**config.mk**
```make
export PLATFORM = sky130hd
export DESIGN_NAME = dram_cmd_decode
export DESIGN_NICKNAME = d
export VERILOG_FILES = /design/src/dram_cmd_pkg.sv /design/src/ck_edge_sync.sv /design/src/dram_cmd_decode.sv
export VERILOG_INCLUDE_DIRS = /design/src
export SDC_FILE = /design/constraint.sdc
export NUM_CORES = 1
export LEC_CHECK = 0
export BUFFER_PORTS_ARGS = -buffer_cell sky130_fd_sc_hd__buf_4
export CAP_MARGIN = 20
export CORE_MARGIN = 5
export CORE_UTILIZATION = 32
export CTS_CLUSTER_SIZE = 12
export DETAILED_ROUTE_END_ITERATION = 10
export GPL_ROUTABILITY_DRIVEN = 0
export GPL_TIMING_DRIVEN = 0
export PLACE_DENSITY_LB_ADDON = 0.2
export SLEW_MARGIN = 20
export SYNTH_ARGS = -nofsm -noshare
export SYNTH_HDL_FRONTEND = slang
export SYNTH_HIERARCHICAL = 1
export SYNTH_SLANG_ARGS = --single-unit
```
**constraint.sdc**
```tcl
create_clock -name i_ref_clk -period 5.11 [get_ports i_ref_clk]
set_input_delay 0.511 -clock i_ref_clk [delete_from_list [all_inputs] [get_ports i_ref_clk]]
set_output_delay 0.511 -clock i_ref_clk [all_outputs]
set_load 0.05 [all_outputs]
```
**src/dram_cmd_consts.svh**
```systemverilog
// timing counts and first-edge opcodes for the command decoder
`ifndef DRAM_CMD_CONSTS_SVH
`define DRAM_CMD_CONSTS_SVH
`define CLK_PERIOD_PS        5000
`define CK_MIN_PULSE_PS      1000
`define CK_MIN_PULSE_CYC     ((`CK_MIN_PULSE_PS + `CLK_PERIOD_PS - 1) / `CLK_PERIOD_PS)
`define XP_TIME_PS           7500
`define XP_TIME_CYC          ((`XP_TIME_PS + `CLK_PERIOD_PS - 1) / `CLK_PERIOD_PS)
`define XP_NCK               5
`define RECOVER_NCK          (2 + `XP_NCK)
`define RECOVER_TIME_CYC     `XP_TIME_CYC
`define CK_STOP_PS           400000
`define CK_STOP_CYC          (`CK_STOP_PS / `CLK_PERIOD_PS)
`define OP_MPC               5'h00
`define OP_PRE               5'h10
`define OP_REF               5'h08
`define OP_SRE               5'h18
`define OP_WR                5'h04
`define OP_SRX               5'h14
`define OP_MWR               5'h0c
`define OP_RD                5'h02
`define OP_CAS2              5'h12
`define OP_MRW1              5'h06
`define OP_MRW2              5'h16
`define OP_MRR               5'h0e
`endif

```
**src/dram_cmd_pkg.sv**
```systemverilog
// types for the command decoder
package dram_cmd_pkg;
    typedef enum logic [3:0] {
        CMD_DES  = 4'h0, CMD_MPC = 4'h1, CMD_PRE  = 4'h2, CMD_REF = 4'h3,
        CMD_SRE  = 4'h4, CMD_SRX = 4'h5, CMD_WR   = 4'h6, CMD_MWR = 4'h7,
        CMD_RD   = 4'h8, CMD_CAS2 = 4'h9, CMD_MRW1 = 4'ha, CMD_MRW2 = 4'hb,
        CMD_MRR  = 4'hc, CMD_ACT1 = 4'hd, CMD_ACT2 = 4'he, CMD_ILL = 4'hf
    } cmd_t;
    typedef struct packed {
        cmd_t       cmd;
        logic [2:0] bank;
        logic       all_bank_flag;
        logic       auto_precharge_flag;
        logic       burst_length_select;
        logic [9:0] column;
        logic [5:0] row_hi;
        logic [5:0] row_lo;
        logic [7:0] operand;
        logic [5:0] mode_addr;
    } decoded_t;
    typedef struct packed {
        logic       clk;
        logic       clock_gate;
        logic       cs;
        logic [5:0] command_address_bus;
    } pins_t;
endpackage

```
**src/ck_edge_sync.sv**
```systemverilog
`timescale 1ns/100ps
// synchroniser and edge finder for the command pins and the link clock
`include "dram_cmd_consts.svh"
module ck_edge_sync (
    input  wire logic                i_ref_clk,
    input  wire logic                i_nrst,
    input  wire dram_cmd_pkg::pins_t i_pins,
    output logic                     o_rise,
    output logic                     o_fall,
    output dram_cmd_pkg::pins_t      o_pins
);
    typedef struct packed {
        dram_cmd_pkg::pins_t s1;
        dram_cmd_pkg::pins_t s2;
        dram_cmd_pkg::pins_t s3;
    } state_t;
    state_t st_q;
    state_t st_d;
    always_comb begin
        st_d    = st_q;
        st_d.s1 = i_pins;
        st_d.s2 = st_q.s1;
        st_d.s3 = st_q.s2;
    end
    always_ff @(posedge i_ref_clk or negedge i_nrst) begin
        if (!i_nrst) begin
            st_q <= '0;
        end else begin
            st_q <= st_d;
        end
    end
    // pins are sampled one stage behind so the edge sees settled command bits
    assign o_pins = st_q.s3;
    assign o_rise = st_q.s2.clk & ~st_q.s3.clk;
    assign o_fall = ~st_q.s2.clk & st_q.s3.clk;
endmodule

```
**src/dram_cmd_decode.sv**
```systemverilog
`timescale 1ns/100ps
// command decoder with clock stop detection and recovery; a frequency change with the clock running is not detected
// Summary of operation
// a delay ends only when both its time and its clock count have passed
// controller retunes clock with gate low only meeting minimum period, idle banks
// controller holds clock after gate low and gives valid clock before gate high
// controller may rewrite mode registers after a frequency change
// with gate low clock may stop; device ignores clock phases meanwhile
// gate-high retune: chip select low, all accesses finished, only refresh running
// after gate-high retune, ready after valid pulses for two clocks plus exit delay (code: ready drops only on a clock stop)
// gate-high stop: true clock low, complement high, chip select low
// controller finishes all commands then gives four more clocks before stop
// auto-precharge accesses need four extra clocks before stop
// refresh, self refresh and calibration start need four clocks before stop
// after gate-high stop, ready after restarted clock meets pulses for recovery delay
// undefined commands or timing are illegal and need reinitialisation
// clock gate stays high whenever a command is presented
// column second half: first edge L,H,L,L,H,C8; second edge C2..C7
// precharge and refresh: opcode, all-bank flag, bank on second edge
// commands take two edges identified on the first; deselect takes one
// mode-write and activate halves follow back to back in order
// first-edge opcodes decoded on bits 0..4 per command table
// reserved opcodes illegal; second-edge fields captured from table positions
`include "dram_cmd_consts.svh"
module dram_cmd_decode (
    input  wire logic                   i_ref_clk,
    input  wire logic                   i_nrst,
    input  wire logic                   i_clk_true,
    input  wire logic                   i_clock_gate_input,
    input  wire logic                   i_chip_select,
    input  wire logic [5:0]             i_command_address_bus,
    output logic                        o_cmd_valid,
    output dram_cmd_pkg::decoded_t      o_cmd,
    output logic                        o_illegal,
    output logic                        o_ready,
    output logic                        o_clock_stopped
);
    typedef enum logic [1:0] {
        PH_IDLE   = 2'b00,
        PH_SECOND = 2'b01,
        PH_ACT2   = 2'b10,
        PH_MRW2   = 2'b11
    } phase_t;
    typedef struct packed {
        phase_t                 phase;
        dram_cmd_pkg::cmd_t     first_cmd;
        logic [5:0]             first_bits;
        logic                   valid;
        dram_cmd_pkg::decoded_t cmd;
        logic                   illegal;
        logic                   ready;
        logic [7:0]             nck_cnt;
        logic [7:0]             time_cnt;
        logic [7:0]             high_cnt;
        logic [7:0]             low_cnt;
        logic [16:0]            idle_cnt;
        logic                   stopped;
    } state_t;
    state_t              st_q;
    state_t              st_d;
    dram_cmd_pkg::pins_t pins_raw;
    dram_cmd_pkg::pins_t pins;
    logic                ck_rise;
    logic                ck_fall;
    logic                pulse_ok;
    dram_cmd_pkg::cmd_t  first_now;

    assign pins_raw = '{clk: i_clk_true, clock_gate: i_clock_gate_input,
                        cs: i_chip_select, command_address_bus: i_command_address_bus};

    ck_edge_sync u_sync (
        .i_ref_clk (i_ref_clk),
        .i_nrst    (i_nrst),
        .i_pins    (pins_raw),
        .o_rise    (ck_rise),
        .o_fall    (ck_fall),
        .o_pins    (pins)
    );

    // bus bit 0 is the lsb of the five-bit opcode
    function automatic dram_cmd_pkg::cmd_t first_opcode(input logic [5:0] ca);
        logic [4:0] op;
        op = ca[4:0];
        first_opcode = dram_cmd_pkg::CMD_ILL;
        if (ca[0] && !ca[1]) first_opcode = dram_cmd_pkg::CMD_ACT1;
        else if (ca[0] && ca[1]) first_opcode = dram_cmd_pkg::CMD_ACT2;
        else begin
            unique case (op)
                `OP_MPC:  first_opcode = dram_cmd_pkg::CMD_MPC;
                `OP_PRE:  first_opcode = dram_cmd_pkg::CMD_PRE;
                `OP_REF:  first_opcode = dram_cmd_pkg::CMD_REF;
                `OP_SRE:  first_opcode = dram_cmd_pkg::CMD_SRE;
                `OP_WR:   first_opcode = dram_cmd_pkg::CMD_WR;
                `OP_SRX:  first_opcode = dram_cmd_pkg::CMD_SRX;
                `OP_MWR:  first_opcode = ca[5] ? dram_cmd_pkg::CMD_ILL
                                               : dram_cmd_pkg::CMD_MWR;
                `OP_RD:   first_opcode = dram_cmd_pkg::CMD_RD;
                `OP_CAS2: first_opcode = dram_cmd_pkg::CMD_CAS2;
                `OP_MRW1: first_opcode = dram_cmd_pkg::CMD_MRW1;
                `OP_MRW2: first_opcode = dram_cmd_pkg::CMD_MRW2;
                `OP_MRR:  first_opcode = dram_cmd_pkg::CMD_MRR;
                default:  first_opcode = dram_cmd_pkg::CMD_ILL;
            endcase
        end
    endfunction

    function automatic logic [7:0] sat_inc(input logic [7:0] v);
        sat_inc = (v == 8'hff) ? v : v + 8'h01;
    endfunction

    assign first_now = first_opcode(pins.command_address_bus);

    // both phases must have lasted the least pulse width
    assign pulse_ok = (st_q.high_cnt >= 8'(`CK_MIN_PULSE_CYC))
                    && (st_q.low_cnt >= 8'(`CK_MIN_PULSE_CYC));

    always_comb begin
        st_d       = st_q;
        st_d.valid = 1'b0;
        // pulse widths measured on the reference clock
        if (pins.clk) begin
            st_d.high_cnt = sat_inc(st_q.high_cnt);
        end
        if (!pins.clk) begin
            st_d.low_cnt = sat_inc(st_q.low_cnt);
        end
        // each count restarts as its own phase begins, so a rise sees both finished phases
        if (ck_rise) begin
            st_d.high_cnt = 8'h00;
        end
        if (ck_fall) begin
            st_d.low_cnt = 8'h00;
        end
        // a silent clock means a stop; ready drops until recovery
        if (ck_rise || ck_fall) begin
            st_d.idle_cnt = 17'h00000;
        end else if (st_q.idle_cnt != 17'(`CK_STOP_CYC)) begin
            st_d.idle_cnt = st_q.idle_cnt + 17'h00001;
        end
        if (st_q.idle_cnt == 17'(`CK_STOP_CYC)) begin
            st_d.stopped  = 1'b1;
            st_d.ready    = 1'b0;
            // a high phase from before the stop must not count for the restart
            st_d.high_cnt = 8'h00;
            st_d.nck_cnt  = 8'h00;
            st_d.time_cnt = 8'h00;
            st_d.phase    = PH_IDLE;
        end
        if (ck_rise) begin
            st_d.stopped = 1'b0;
        end
        // recovery needs both the cycle count and the absolute time
        if (!st_q.ready && !st_q.stopped) begin
            if (st_q.time_cnt != 8'hff) begin
                st_d.time_cnt = st_q.time_cnt + 8'h01;
            end
            if (ck_rise && pulse_ok) begin
                st_d.nck_cnt = sat_inc(st_q.nck_cnt);
            end else if (ck_rise) begin
                st_d.nck_cnt = 8'h00;
            end
            if (st_q.nck_cnt >= 8'(`RECOVER_NCK)
                && st_q.time_cnt >= 8'(`RECOVER_TIME_CYC)) begin
                st_d.ready = 1'b1;
            end
        end
        // command decode on each rising edge of the link clock while ready and gated on
        if (ck_rise && st_q.ready && pins.clock_gate) begin
            unique case (st_q.phase)
                PH_IDLE, PH_ACT2, PH_MRW2: begin
                    if (pins.cs) begin
                        st_d.first_cmd  = first_now;
                        // an activate or mode-write second half must follow its own first half and nothing else
                        if (((st_q.phase == PH_ACT2) != (first_now == dram_cmd_pkg::CMD_ACT2))
                            || ((st_q.phase == PH_MRW2)
                                != (first_now == dram_cmd_pkg::CMD_MRW2))) begin
                            st_d.first_cmd = dram_cmd_pkg::CMD_ILL;
                        end
                        st_d.first_bits = pins.command_address_bus;
                        st_d.phase      = PH_SECOND;
                    end else begin
                        st_d.cmd.cmd = dram_cmd_pkg::CMD_DES;
                        if (st_q.phase != PH_IDLE) begin
                            st_d.illegal = 1'b1;
                            st_d.phase   = PH_IDLE;
                        end
                    end
                end
                PH_SECOND: begin
                    st_d.phase = PH_IDLE;
                    st_d.valid = 1'b1;
                    st_d.cmd.cmd = st_q.first_cmd;
                    // chip select high on a second edge breaks the two-edge frame
                    if (pins.cs) begin
                        st_d.cmd.cmd = dram_cmd_pkg::CMD_ILL;
                    end
                    if (st_q.first_cmd == dram_cmd_pkg::CMD_ACT1) begin
                        st_d.phase = PH_ACT2;
                    end
                    if (st_q.first_cmd == dram_cmd_pkg::CMD_MRW1) begin
                        st_d.phase = PH_MRW2;
                    end
                    unique case (st_q.first_cmd)
                        dram_cmd_pkg::CMD_PRE, dram_cmd_pkg::CMD_REF: begin
                            st_d.cmd.all_bank_flag = st_q.first_bits[5];
                            st_d.cmd.bank = pins.command_address_bus[2:0];
                        end
                        dram_cmd_pkg::CMD_WR, dram_cmd_pkg::CMD_MWR,
                        dram_cmd_pkg::CMD_RD: begin
                            st_d.cmd.burst_length_select = st_q.first_bits[5];
                            st_d.cmd.bank = pins.command_address_bus[2:0];
                            st_d.cmd.column[9] = pins.command_address_bus[4];
                            st_d.cmd.auto_precharge_flag = pins.command_address_bus[5];
                        end
                        dram_cmd_pkg::CMD_CAS2: begin
                            st_d.cmd.column[8:0] = {st_q.first_bits[5],
                                pins.command_address_bus[5:0], 2'b00};
                        end
                        dram_cmd_pkg::CMD_ACT1: begin
                            st_d.cmd.bank = pins.command_address_bus[2:0];
                            st_d.cmd.row_hi = {st_q.first_bits[3:2],
                                pins.command_address_bus[5:4], 2'b00};
                        end
                        dram_cmd_pkg::CMD_ACT2: begin
                            st_d.cmd.row_lo = pins.command_address_bus;
                            st_d.cmd.row_hi[1:0] = st_q.first_bits[3:2];
                            st_d.cmd.operand[3:0] = st_q.first_bits[5:2];
                        end
                        dram_cmd_pkg::CMD_MPC: begin
                            st_d.cmd.operand = {1'b0, st_q.first_bits[5],
                                pins.command_address_bus};
                        end
                        dram_cmd_pkg::CMD_MRW2: begin
                            // keeps the top operand bit that the first half carried
                            st_d.cmd.operand[6:0] = {st_q.first_bits[5],
                                pins.command_address_bus};
                        end
                        dram_cmd_pkg::CMD_MRW1: begin
                            st_d.cmd.operand[7] = st_q.first_bits[5];
                            st_d.cmd.mode_addr = pins.command_address_bus;
                        end
                        dram_cmd_pkg::CMD_MRR: begin
                            st_d.cmd.mode_addr = pins.command_address_bus;
                        end
                        default: begin
                            st_d.cmd.bank = st_q.cmd.bank;
                        end
                    endcase
                end
            endcase
        end
        // sticky until reset: only reinitialisation clears an illegal event
        if (st_d.valid && st_d.cmd.cmd == dram_cmd_pkg::CMD_ILL) begin
            st_d.illegal = 1'b1;
        end
    end

    always_ff @(posedge i_ref_clk or negedge i_nrst) begin
        if (!i_nrst) begin
            st_q <= '0;
        end else begin
            st_q <= st_d;
        end
    end

    assign o_cmd_valid     = st_q.valid;
    assign o_cmd           = st_q.cmd;
    assign o_illegal       = st_q.illegal;
    assign o_ready         = st_q.ready;
    assign o_clock_stopped = st_q.stopped;
endmodule

```
Word-level counts from Yosys, hierarchy flattened

Cells that the tools add are included.

Output and inout port bits: 50
Flip-flop bits (word level): 136
Word-level logic and storage cells: 191

Add/subtract/negate cells: 5
Reduce and logical (&&, ||, !) cells: 47
Bitwise gates (word level): 4
$lt $le $gt $ge: 4
Equal/unequal tests: 42
Muxes and demuxes: 51

Operators with widths:

| operator                                              | number |
|---|---|
| 2-to-1 mux 8 bit                                      | 10 |
| 2-to-1 mux 60 bit                                     | 1 |
| 2-to-1 mux 17 bit                                     | 3 |
| case mux 4 bit (12 select lines)                      | 1 |
| 2-to-1 mux 42 bit                                     | 1 |
| equality test 4 bit (second input constant)           | 10 |
| AND reduction 3 bit                                   | 12 |
| adder 8 x 1 -> 8 bit (second input constant)          | 4 |
| 2-to-1 mux 4 bit                                      | 7 |
| equality test 5 bit (second input constant)           | 5 |
| 2-to-1 mux 25 bit                                     | 1 |
| equality test 8 bit (second input constant)           | 3 |
| 2-to-1 mux 10 bit                                     | 2 |
| nonzero test 2 bit                                    | 9 |
| adder 17 x 1 -> 17 bit (second input constant)        | 1 |
| equality test 17 x 7 -> 1 bit (second input constant) | 1 |
| != test 17 x 7 -> 1 bit (second input constant)       | 1 |
| >= comparator 8 x 1 -> 1 bit (second input constant)  | 2 |
| case mux 4 bit (2 select lines)                       | 2 |
| equality test 5 x 4 -> 1 bit (second input constant)  | 3 |
| 2-to-1 mux 6 bit                                      | 2 |
| equality test 5 x 3 -> 1 bit (second input constant)  | 2 |
| 2-to-1 mux 2 bit                                      | 5 |
| logical AND 1 bit                                     | 9 |
| other kinds (30)                                      | 56 |

Depth between registers and ports, before layout

Gate-level depths: netlist of the first run.

Depth in word-level cells: 15
Depth in mapped cells: 7
Depth with buffers taken out: 6

By module

Netlist of the first run, hierarchy kept.

Modules (own cells, without submodules):

| module          | times used | sequential area each (sq um) | area an instance (sq um) | cells an instance |
|---|---|---|---|---|
| dram_cmd_decode | 1          | 2677.6                       | 5891.9                   | 610 |
| ck_edge_sync    | 1          | 675.6                        | 690.7                    | 29 |

Worst setup path before layout of the first run

OpenSTA, ideal clock, no wires.

Path type: reg-to-reg
Start: register st_q, in the netlist o_ready
End: register st_q, in the netlist o_cmd[10]
Cell stages (with the launch flop): 7
Period minus slack after synthesis: 2.179 ns
Setup time: 0.125 ns
Setup slack: 2.931 ns
Data arrival time: 2.054 ns
Path buffers: 2
Path through: dfrtp_1 -> and3_1 -> buf_6 -> nand3_4 -> or4_4 -> buf_6 -> mux2_4

Word-level cells in the longest chain between the ends: 3

RTL lines:

| item                            | RTL line               | text |
|---|---|---|
| from (decl)                     | dram_cmd_decode.sv:59  | `state_t st_q;` |
| from (signal assigned)          | dram_cmd_decode.sv:262 | `st_q <= st_d;` |
| logical AND 1 bit (2 in series) | dram_cmd_decode.sv:168 | `if (ck_rise && st_q.ready && pins.clock_gate) begin` |
| AND reduction 3 bit (no line)   | n/a                    |  |

Every way passes these cells.
A chain may end at the register's enable or synchronous reset.

Worst setup path in the final report of the first run

Start: register u_sync.st_q, in the netlist u_sync/o_pins[8]
End: register st_q, in the netlist o_cmd[35]

Word-level cells in the longest chain between the ends: 5

RTL lines:

| item                            | RTL line               | text |
|---|---|---|
| from (decl)                     | ck_edge_sync.sv:17     | `state_t st_q;` |
| from (signal assigned)          | ck_edge_sync.sv:29     | `st_q <= st_d;` |
| inverter 1 bit                  | ck_edge_sync.sv:34     | `assign o_rise = st_q.s2.clk & ~st_q.s3.clk;` |
| AND 1 bit                       | ck_edge_sync.sv:34     |  |
| named net ck_rise               | dram_cmd_decode.sv:63  | `logic ck_rise;` |
| logical AND 1 bit (2 in series) | dram_cmd_decode.sv:168 |  |
| AND reduction 3 bit (no line)   | n/a                    |  |

The timed path passes the listed nets, and every way through them passes these cells.

==> run_results.csv, run 1 <==
group,metric,value,unit
floorplan,row_count,52,
logic_synthesis,syn_area,0.00658,mm^2
logic_synthesis,synth_compound_gate_area_share,0.104,
clock_network,h-tree-depth,4,
grt,grt_pass1_wl,24100,um
cells_and_area,antenna_cells,0,
cells_and_area,fin_nets,741,
grt,grt_antenna_before_repair,0,
power_and_ir_drop,vdd_ir_drop_max,207,uV
setup_path,arrival,2.76,ns
grt,globalRouteTotalUtil,0.124,
sta,fmax,406,MHz
power_and_ir_drop,power,0.00322,W
sta,worst_slack,2.65,ns
clock_network,cts_tree,"built",
logic_synthesis,synth_xor_area_frac,0.0253,
grt,grt_overflow,0,
sta,timing.slew.headroom,0.431,
setup_path,required,5.40,ns
logic_synthesis,synth_edf_count,0,
routing,wl,14400,um
cells_and_area,final_cell_mix,"dfrtp_1, buf_4, nand3_1, nor2_1, nand2_1",
routing,antenna_left,0,
floorplan,chipWidth,153,um
place,pre_cts_ws,2.58,ns
clock_network,post_cts_buffers,0,
routing,post_drt_wl_per_cell,14.4,um
sta,period_share,0.482,
place,portBuffers,58,
routing,drc,0,
clock_network,cts-hold-fix-buffers,1,
sta,min_period,2.46,ns
routing,drt-initial-drc-count,266,
grt,grt_max_degree,94,
sta,setup_viol_count_final,0,
power_and_ir_drop,p_leak,3.73,nW
clock_network,insertion_delay,0.41,ns
clock_network,cts_buffer_depth,2,
sta,fin_skew,0.00894,ns
grt,grt_pass1_vias,4865,
routing,wl_met2,7030,um
routing,num_vias,4924,
cells_and_area,drive_gt1_frac,0.266,
clock_network,clk_pin_slew_worst_paths,0.06,ns
sta,tns,0,ns
clock_network,ctsResizeCount,0,
run,drv_cap,0,
power_and_ir_drop,pwr_density_cell,401,mW/mm^2
setup_path,path_class,"reg2reg",
logic_synthesis,synth.distinct_cells,64,
floorplan,initial_utilization,0.325,
logic_synthesis,syn_avg_cell_area,10.3,um^2
logic_synthesis,synth_top_family_by_area,"simple AND/OR/NAND/NOR gates",
routing,top_layer,"met4",
logic_synthesis,netlist_instances,639,
sta,rsz0062_at_grt,"false",
floorplan,fp.coreArea,0.0202,mm^2
place,postPlaceCellArea,0.00739,mm^2
worst_hold_path,hold_path.class,"in2reg",
logic_synthesis,synthArstFlopShare,1.00,
routing,vias_per_cell,4.91,
routing,routed-wl-met3,628,um
clock_network,cts_buffers,17,
logic_synthesis,ys_warn_count,6,
floorplan,dieArea,0.0235,mm^2
logic_synthesis,synthMuxAreaShare,0.0658,
setup_path,cp-start-kind,"flop",
cells_and_area,areaGrowthSynthToFinish,22.0,%
setup_path,endpoint_kind,"flop",
cells_and_area,final_common_cell,"dfrtp_1",
setup_path,critPathMaxFanout,10,
sta,hold_viol,0,
logic_synthesis,seq_area_frac_synth,0.509,
floorplan,ios,61,
sta,finalMaxSlewViolations,0,
logic_synthesis,synthSimpleGateAreaFrac,0.188,
routing,dr.pass1.iters,5,
clock_network,cts_root_buf,"clkbuf_16",
logic_synthesis,synth-main-ff-cell,"dfrtp_1",
logic_synthesis,synth-seq-cells,134,
cells_and_area,fin_area,0.00803,mm^2
logic_synthesis,synth_fa_ha_area_frac,0.0209,
cells_and_area,fillers,1997,
floorplan,dieHeight,153,um
place,post-dp-hpwl,10100,um
outcome,outcome,"complete, no violations",
sta,tightest_slew,0.851,ns
routing,wl_met1,6590,um
clock_network,cts.sinks,134,
## area by class of cell
| class | instances | area, um^2 | share of cell area |
|---|---|---|---|
| Clock buffer | 21 | 480 | 0.0598 |
| Sequential cell | 134 | 3350 | 0.418 |
| Inverter | 18 | 67.6 | 0.00841 |
| Clock inverter | 11 | 146 | 0.0182 |
| Tap cell | 270 | 338 | 0.0421 |
| Buffer | 81 | 500 | 0.0623 |
| Multi-Input combinational cell | 407 | 2670 | 0.332 |
| Timing Repair Buffer | 60 | 480 | 0.0598 |
## worst max-delay path, stage by stage (launching register included)
cell      delay [ns]
dfrtp_1         0.41
nor2b_1         0.39
nand3_1         0.20
clkbuf_1        0.27
nor3_1          0.65
mux2_2          0.41
## per-stage QoR
step / hold WS [ns] / std cells / util
6_report: 0.204 / 1002 / 0.397
5_1_grt: 0.182 / 1002 / 0.397
3_5_place_dp: 0.335 / 969 / 0.365
2_1_floorplan: 0.215 / 640 / -
4_1_cts: 0.179 / 1002 / 0.397
3_3_place_gp: 0.334 / 968 / 0.364
## flip-flops by register name (all words and copies together) (netlist names)
register	flops
o_cmd_valid	1
o_cmd	44
u_sync/st_d	18
o_ready	1
o_clock_stopped	1
st_q	59
o_illegal	1
u_sync/o_pins	9
## Yosys cell counts (12+ instances only)
| master | n | share of area |
|---|---|---|
| inv_1 | 18 | 0.010 |
| dfrtp_1 | 134 | 0.51 |
| nand4_1 | 16 | 0.015 |
| a21oi_1 | 26 | 0.020 |
| nand2_1 | 42 | 0.024 |
| o21ai_0 | 25 | 0.019 |
| mux2_2 | 30 | 0.051 |
| clkbuf_1 | 28 | 0.016 |
| buf_4 | 47 | 0.054 |
| nand3_1 | 46 | 0.035 |
| a31oi_1 | 12 | 0.011 |
| nor3_1 | 14 | 0.011 |
| nor2_1 | 42 | 0.024 |
## kinds of logic after synthesis
group | count (synthesis)
AND/OR/NAND/NOR | 232
flip-flops | 134
AO/OA/AOI/OAI | 105
buffers and inverters | 99
multiplexers | 38
XOR/XNOR | 19
adder cells (fa/ha/maj) | 11
other | 1
## final timing paths
path / from / to / slack [ns] / cells after the start
worst min register to register: u_sync/st_d[3] / u_sync/o_pins[3] / 0.34 / 0
worst min-delay path: i_clock_gate_input / u_sync/st_d[16] / 0.20 / 1
worst max register to register: u_sync/o_pins[8] / o_cmd[35] / 2.65 / 5
min in group asynchronous: i_nrst / u_sync/st_d[6] / 0.57 / 2
worst max-delay path: u_sync/o_pins[8] / o_cmd[35] / 2.65 / 5
max in group asynchronous: i_nrst / u_sync/st_d[14] / 3.79 / 3
## power breakdown
part           total, W  leakage (nW)  internal (W)  switching (W)
clock           0.00128         0.294      0.000819       0.000459
combinational  0.000630          1.66      0.000246       0.000384
sequential      0.00131          1.78       0.00118       0.000134
total           0.00322          3.73       0.00224       0.000977
## metal layers
layer | global-route usage | vias to the layer above
met2 | 0.209 | 106
met5 | 0 | -
met1 | 0.155 | 2406
met4 | 0.0387 | 0
li1 | - | 2397
met3 | 0.0370 | 15
(Power assumes the default switching activity.)
==> inputs of run 2 (changes only) <==
- clock period: 5.11 -> 2.2 ns (I/O delays scaled with it)
==> run 2 against run 1 <==
Against the previous run: power rose by 130%; largest cell class unchanged; die area did not move; flip-flop and latch count did not move; maximum frequency rose by 16%; global-route usage rose by 0.072 points; critical endpoint is now o_cmd[11]; clock skew rose by 0.00051 ns.
==> run_results.csv, run 2 (synthesis gave the netlist of run 1 again) <==
group,metric,value,unit
cells_and_area,final_cell_mix,"dfrtp_1, buf_4, nand3_1, nand2_1, nor2_1",
setup_path,required,2.50,ns
routing,antenna_left,0,
cells_and_area,final-seq-area,0.00335,mm^2
cells_and_area,fin_nets,755,
place,portBuffers,58,
cells_and_area,multi_input_area,0.00271,mm^2
setup_path,critPathMaxFanout,7,
setup_path,slowest_delay,0.52,ns
floorplan,chipWidth,153,um
power_and_ir_drop,internal_power,0.00524,W
sta,period_share,0.967,
power_and_ir_drop,swShare,0.305,
clock_network,cts_root_buf,"clkbuf_16",
power_and_ir_drop,p_sw,0.00230,W
cells_and_area,areaGrowthSynthToFinish,24.7,%
power_and_ir_drop,vdd_ir_drop_max,489,uV
cells_and_area,largest_register_ffs,59,
sta,fmax,470,MHz
setup_path,startpoint,"u_sync/o_pins[8]",
routing,dr.pass1.iters,5,
routing,num_vias,4942,
power_and_ir_drop,p_leak,3.83,nW
setup_path,critPathTopFamily,"simple AND/OR/NAND/NOR gates",
power_and_ir_drop,p_clk_frac,0.395,
setup_path,r2r-end,"o_cmd[11]",
cells_and_area,fillers,1979,
power_and_ir_drop,power_frac_comb,0.201,
clock_network,cts_buffers,17,
sta,finalMaxSlewViolations,0,
routing,vias_per_cell,4.86,
outcome,outcome,"complete, no violations",
sta,setup_viol_count_final,0,
setup_path,arrival,2.42,ns
setup_path,path_class,"reg2reg",
grt,globalRouteTotalUtil,0.125,
sta,hold_viol,0,
clock_network,cts_tree,"built",
routing,drc,0,
setup_path,r2r_cells,7,
cells_and_area,final_common_cell,"dfrtp_1",
sta,rsz0062_at_grt,"false",
grt,grt_pass1_vias,4898,
grt,grt_pass1_wl,24300,um
setup_path,critPathBufInv,2,
setup_path,endpoint_kind,"flop",
power_and_ir_drop,pwr_density_cell,919,mW/mm^2
floorplan,dieHeight,153,um
floorplan,initial_utilization,0.325,
cells_and_area,fin_util,0.406,
routing,drt-initial-drc-count,269,
clock_network,h-tree-depth,4,
setup_path,r2r_start,"u_sync/o_pins[8]",
cells_and_area,drive_gt1_frac,0.279,
floorplan,fp.coreArea,0.0202,mm^2
sta,tightest_slew,0.599,ns
sta,timing.slew.headroom,0.595,
setup_path,worstPathCellList,"nor2b_4 > and3_1 > buf_6 > nand3_4 > or4_4 > buf_6 > mux2_4",
sta,fin_skew,0.00945,ns
clock_network,clk_pin_slew_worst_paths,0.06,ns
cells_and_area,antenna_cells,0,
setup_path,r2r_setup_slack,0.07,ns
floorplan,row_count,52,
setup_path,cpMostUsedCell,"buf_6",
sta,min_period,2.13,ns
power_and_ir_drop,power,0.00754,W
setup_path,cp-start-kind,"flop",
routing,post_drt_wl_per_cell,14.3,um
run,drv_cap,0,
routing,wl,14500,um
floorplan,ios,61,
grt,grt_antenna_before_repair,0,
grt,grt_max_degree,94,
floorplan,dieArea,0.0235,mm^2
place,post-dp-hpwl,10100,um
clock_network,cts.sinks,134,
cells_and_area,regMostFlops,"st_q",
clock_network,insertion_delay,0.42,ns
power_and_ir_drop,power.share.sequential,0.404,
worst_hold_path,hold_path.class,"in2async",
grt,grt_overflow,0,
setup_path,cp_slowest_cell,"or4_4",
clock_network,cts_buffer_depth,2,
[run 2: final cells by class]
type | count | share of cell area
repair buffers | 74 | 0.0741
clock buffers | 21 | 0.0585
flip-flops and latches | 134 | 0.409
plain buffers | 81 | 0.0617
well taps | 270 | 0.0412
clock inverters | 11 | 0.0178
multi-input cells | 407 | 0.330
inverters | 18 | 0.00823
[run 2: timing repair]
action,4_1_cts,5_1_grt
setup buffers,0,5
resized for setup,7,8
hold endpoints to repair,50,0
pin swaps,0,0
setup endpoints to repair,47,27
hold buffers,10,0
[run 2: worst register-to-register path: cells and delay by family, from the launching register on]
kind | cells | cell delay (ns)
muxes | 1 | 0.30
buffers and inverters | 2 | 0.27
DFF | 1 | 0.42
and+or+nand+nor | 4 | 1.01
[run 2: power groups by stage]
stage | registers, W | logic [W] | clock network [W]
global route | 0.00309 | 0.00169 | 0.00317
finish | 0.00305 | 0.00152 | 0.00298
floorplan | 0.00300 | 0.00111 | 0
CTS | 0.00304 | 0.00151 | 0.00306
detailed placement | 0.00308 | 0.00147 | 0
global placement | 0.00307 | 0.00143 | 0
[run 2: worst max path at each step]
stage                      endpoint  cells past startpoint
after floorplan           o_cmd[10]                      6
after global placement    o_cmd[35]                      5
after detailed placement  o_cmd[35]                      5
after CTS                  st_q[48]                      7
after global routing       st_q[11]                      6
final                     o_cmd[11]                      7
[run 2: per-layer routing]
metal | share of wire | vias up | GRT usage | wire length, um
met5 | 0 | - | 0 | 0
li1 | - | 2426 | - | -
met3 | 0.040 | 15 | 0.0370 | 575
met2 | 0.49 | 83 | 0.210 | 7100
met4 | 0.011 | 0 | 0.0387 | 163
met1 | 0.46 | 2418 | 0.157 | 6690
[run 2: stage by stage]
stage	std cells	instance area [um^2]	setup WS [ns]	setup TNS (ns)	hold WS (ns)
finish	1016	8210	0.0727	0	0.277
global route	1016	8210	0.00123	0	0.303
CTS	1011	8150	0.0191	0	0.283
detailed placement	969	7390	-0.327	-7.65	0.133
global placement	968	7360	-0.272	-5.74	0.330
floorplan	640	6590	0.0213	0	-0.0756
==> inputs of run 3 (changes only) <==
- clock period: 2.2 -> 2.4 ns (I/O delays scaled with it)
==> run 3 against run 2 <==
Against the previous run: register-to-register slack improved by 0.13 ns; cell count is 0.49% lower; die area unchanged; via count fell by 0.59%; count of clock-buffer cells in the layout unchanged; first-iteration DRC count is 3.3% higher; critical endpoint unchanged; largest power group unchanged.
==> run_results.csv, run 3 (synthesis gave the netlist of run 1 again) <==
group,metric,value,unit
setup_path,endpoint_kind,"flop",
floorplan,ios,61,
sta,rsz0062_at_grt,"false",
cells_and_area,fin_area,0.00815,mm^2
sta,fmax,455,MHz
place,portBuffers,58,
cells_and_area,largest_register_ffs,59,
cells_and_area,antenna_cells,0,
cells_and_area,drive_gt1_frac,0.269,
clock_network,cts_buffer_depth,2,
setup_path,cp-start-kind,"flop",
routing,drt-initial-drc-count,278,
grt,grt_pass1_wl,24300,um
outcome,outcome,"complete, no violations",
place,postPlaceCellArea,0.00739,mm^2
cells_and_area,final_common_cell,"dfrtp_1",
routing,post_drt_wl_per_cell,14.3,um
cells_and_area,regMostFlops,"st_q",
setup_path,r2r-end,"o_cmd[11]",
floorplan,chipWidth,153,um
routing,dr.pass1.iters,5,
setup_path,r2r_cells,7,
sta,tightest_slew,0.849,ns
clock_network,cts_buffers,17,
clock_network,post_cts_buffers,0,
clock_network,h-tree-depth,4,
floorplan,fp.coreArea,0.0202,mm^2
cells_and_area,areaGrowthSynthToFinish,23.8,%
routing,wl,14500,um
grt,grt_overflow,0,
power_and_ir_drop,pwr_density_cell,845,mW/mm^2
floorplan,dieArea,0.0235,mm^2
setup_path,required,2.69,ns
routing,antenna_left,0,
grt,grt_max_degree,94,
setup_path,path_class,"reg2reg",
grt,globalRouteTotalUtil,0.125,
routing,vias_per_cell,4.86,
clock_network,clk_pin_slew_worst_paths,0.06,ns
sta,setup_viol_count_final,0,
run,drv_cap,0,
grt,grt_pass1_vias,4893,
setup_path,arrival,2.49,ns
clock_network,cts_tree,"built",
sta,timing.slew.headroom,0.432,
sta,holdWs,0.299,ns
routing,num_vias,4913,
clock_network,cts_root_buf,"clkbuf_16",
cells_and_area,fin_nets,750,
sta,hold_viol,0,
worst_hold_path,hold_path.class,"in2async",
power_and_ir_drop,vdd_ir_drop_max,442,uV
power_and_ir_drop,p_leak,3.78,nW
clock_network,cts.sinks,134,
floorplan,row_count,52,
sta,fin_skew,0.00886,ns
setup_path,startpoint,"u_sync/o_pins[8]",
sta,period_share,0.916,
floorplan,initial_utilization,0.325,
grt,grt_antenna_before_repair,0,
floorplan,dieHeight,153,um
sta,finalMaxSlewViolations,0,
setup_path,critPathMaxFanout,7,
routing,drc,0,
clock_network,insertion_delay,0.41,ns
setup_path,r2r_start,"u_sync/o_pins[8]",
setup_path,r2r_setup_slack,0.20,ns
setup_path,worstSetupEndpoint,"o_cmd[11]",
sta,min_period,2.20,ns
sta,tns,0,ns
cells_and_area,final_cell_mix,"dfrtp_1, buf_4, nand3_1, nand2_1, nor2_1",
place,post-dp-hpwl,10100,um
run 3: worst min-delay path by stage:
stage                    from          endpoint
2_1_floorplan          i_nrst   o_clock_stopped
3_3_place_gp   u_sync/st_d[5]  u_sync/o_pins[5]
3_5_place_dp           i_nrst    u_sync/st_d[6]
4_1_cts                i_nrst  u_sync/o_pins[6]
5_1_grt                i_nrst    u_sync/st_d[6]
6_report               i_nrst    u_sync/st_d[6]
run 3: final cells by class:
cell class | instances | area (um^2)
Buffer | 81 | 500
Inverter | 18 | 67.6
Clock buffer | 21 | 480
Timing Repair Buffer | 69 | 571
Multi-Input combinational cell | 407 | 2690
Sequential cell | 134 | 3350
Fill cell | 1984 | 12100
Tap cell | 270 | 338
Clock inverter | 11 | 146
run 3: per-layer routing:
layer  track usage  share of wire
met3        0.0370          0.039
met5             0              0
met4        0.0387          0.011
met1         0.156           0.46
met2         0.210           0.49
run 3: what timing repair did:
action                                  in CTS  in global routing
endpoints found under the setup margin      18                  3
hold buffers                                10                  0
hold endpoints to repair                    50                  0
resized for setup                            4                  1
gates cloned                                 0                  0
run 3: power by group:
part           total [W]  switching [W]  internal (W)
sequential       0.00279       0.000283       0.00251
combinational    0.00137       0.000832      0.000536
clock            0.00272       0.000980       0.00174
run 3: stage by stage:
| stage | setup slack, ns | std cells | power [W] | utilization |
|---|---|---|---|---|
| global route | 0.00716 | 1011 | 0.00727 | 0.403 |
| CTS | 0.135 | 1011 | 0.00697 | 0.402 |
| detailed placement | -0.127 | 969 | 0.00417 | 0.365 |
| global placement | -0.0718 | 968 | 0.00412 | 0.364 |
| floorplan | 0.221 | 640 | 0.00377 | - |
| finish | 0.202 | 1011 | 0.00688 | 0.403 |
run 3: worst max-delay path, stage by stage, from the launching register on:
cell and delay, ns:
dfrtp_1 0.42, nor2b_2 0.26, and3_1 0.21, buf_6 0.12, nand3_4 0.09, or4_4 0.52
buf_6 0.15, mux2_4 0.30
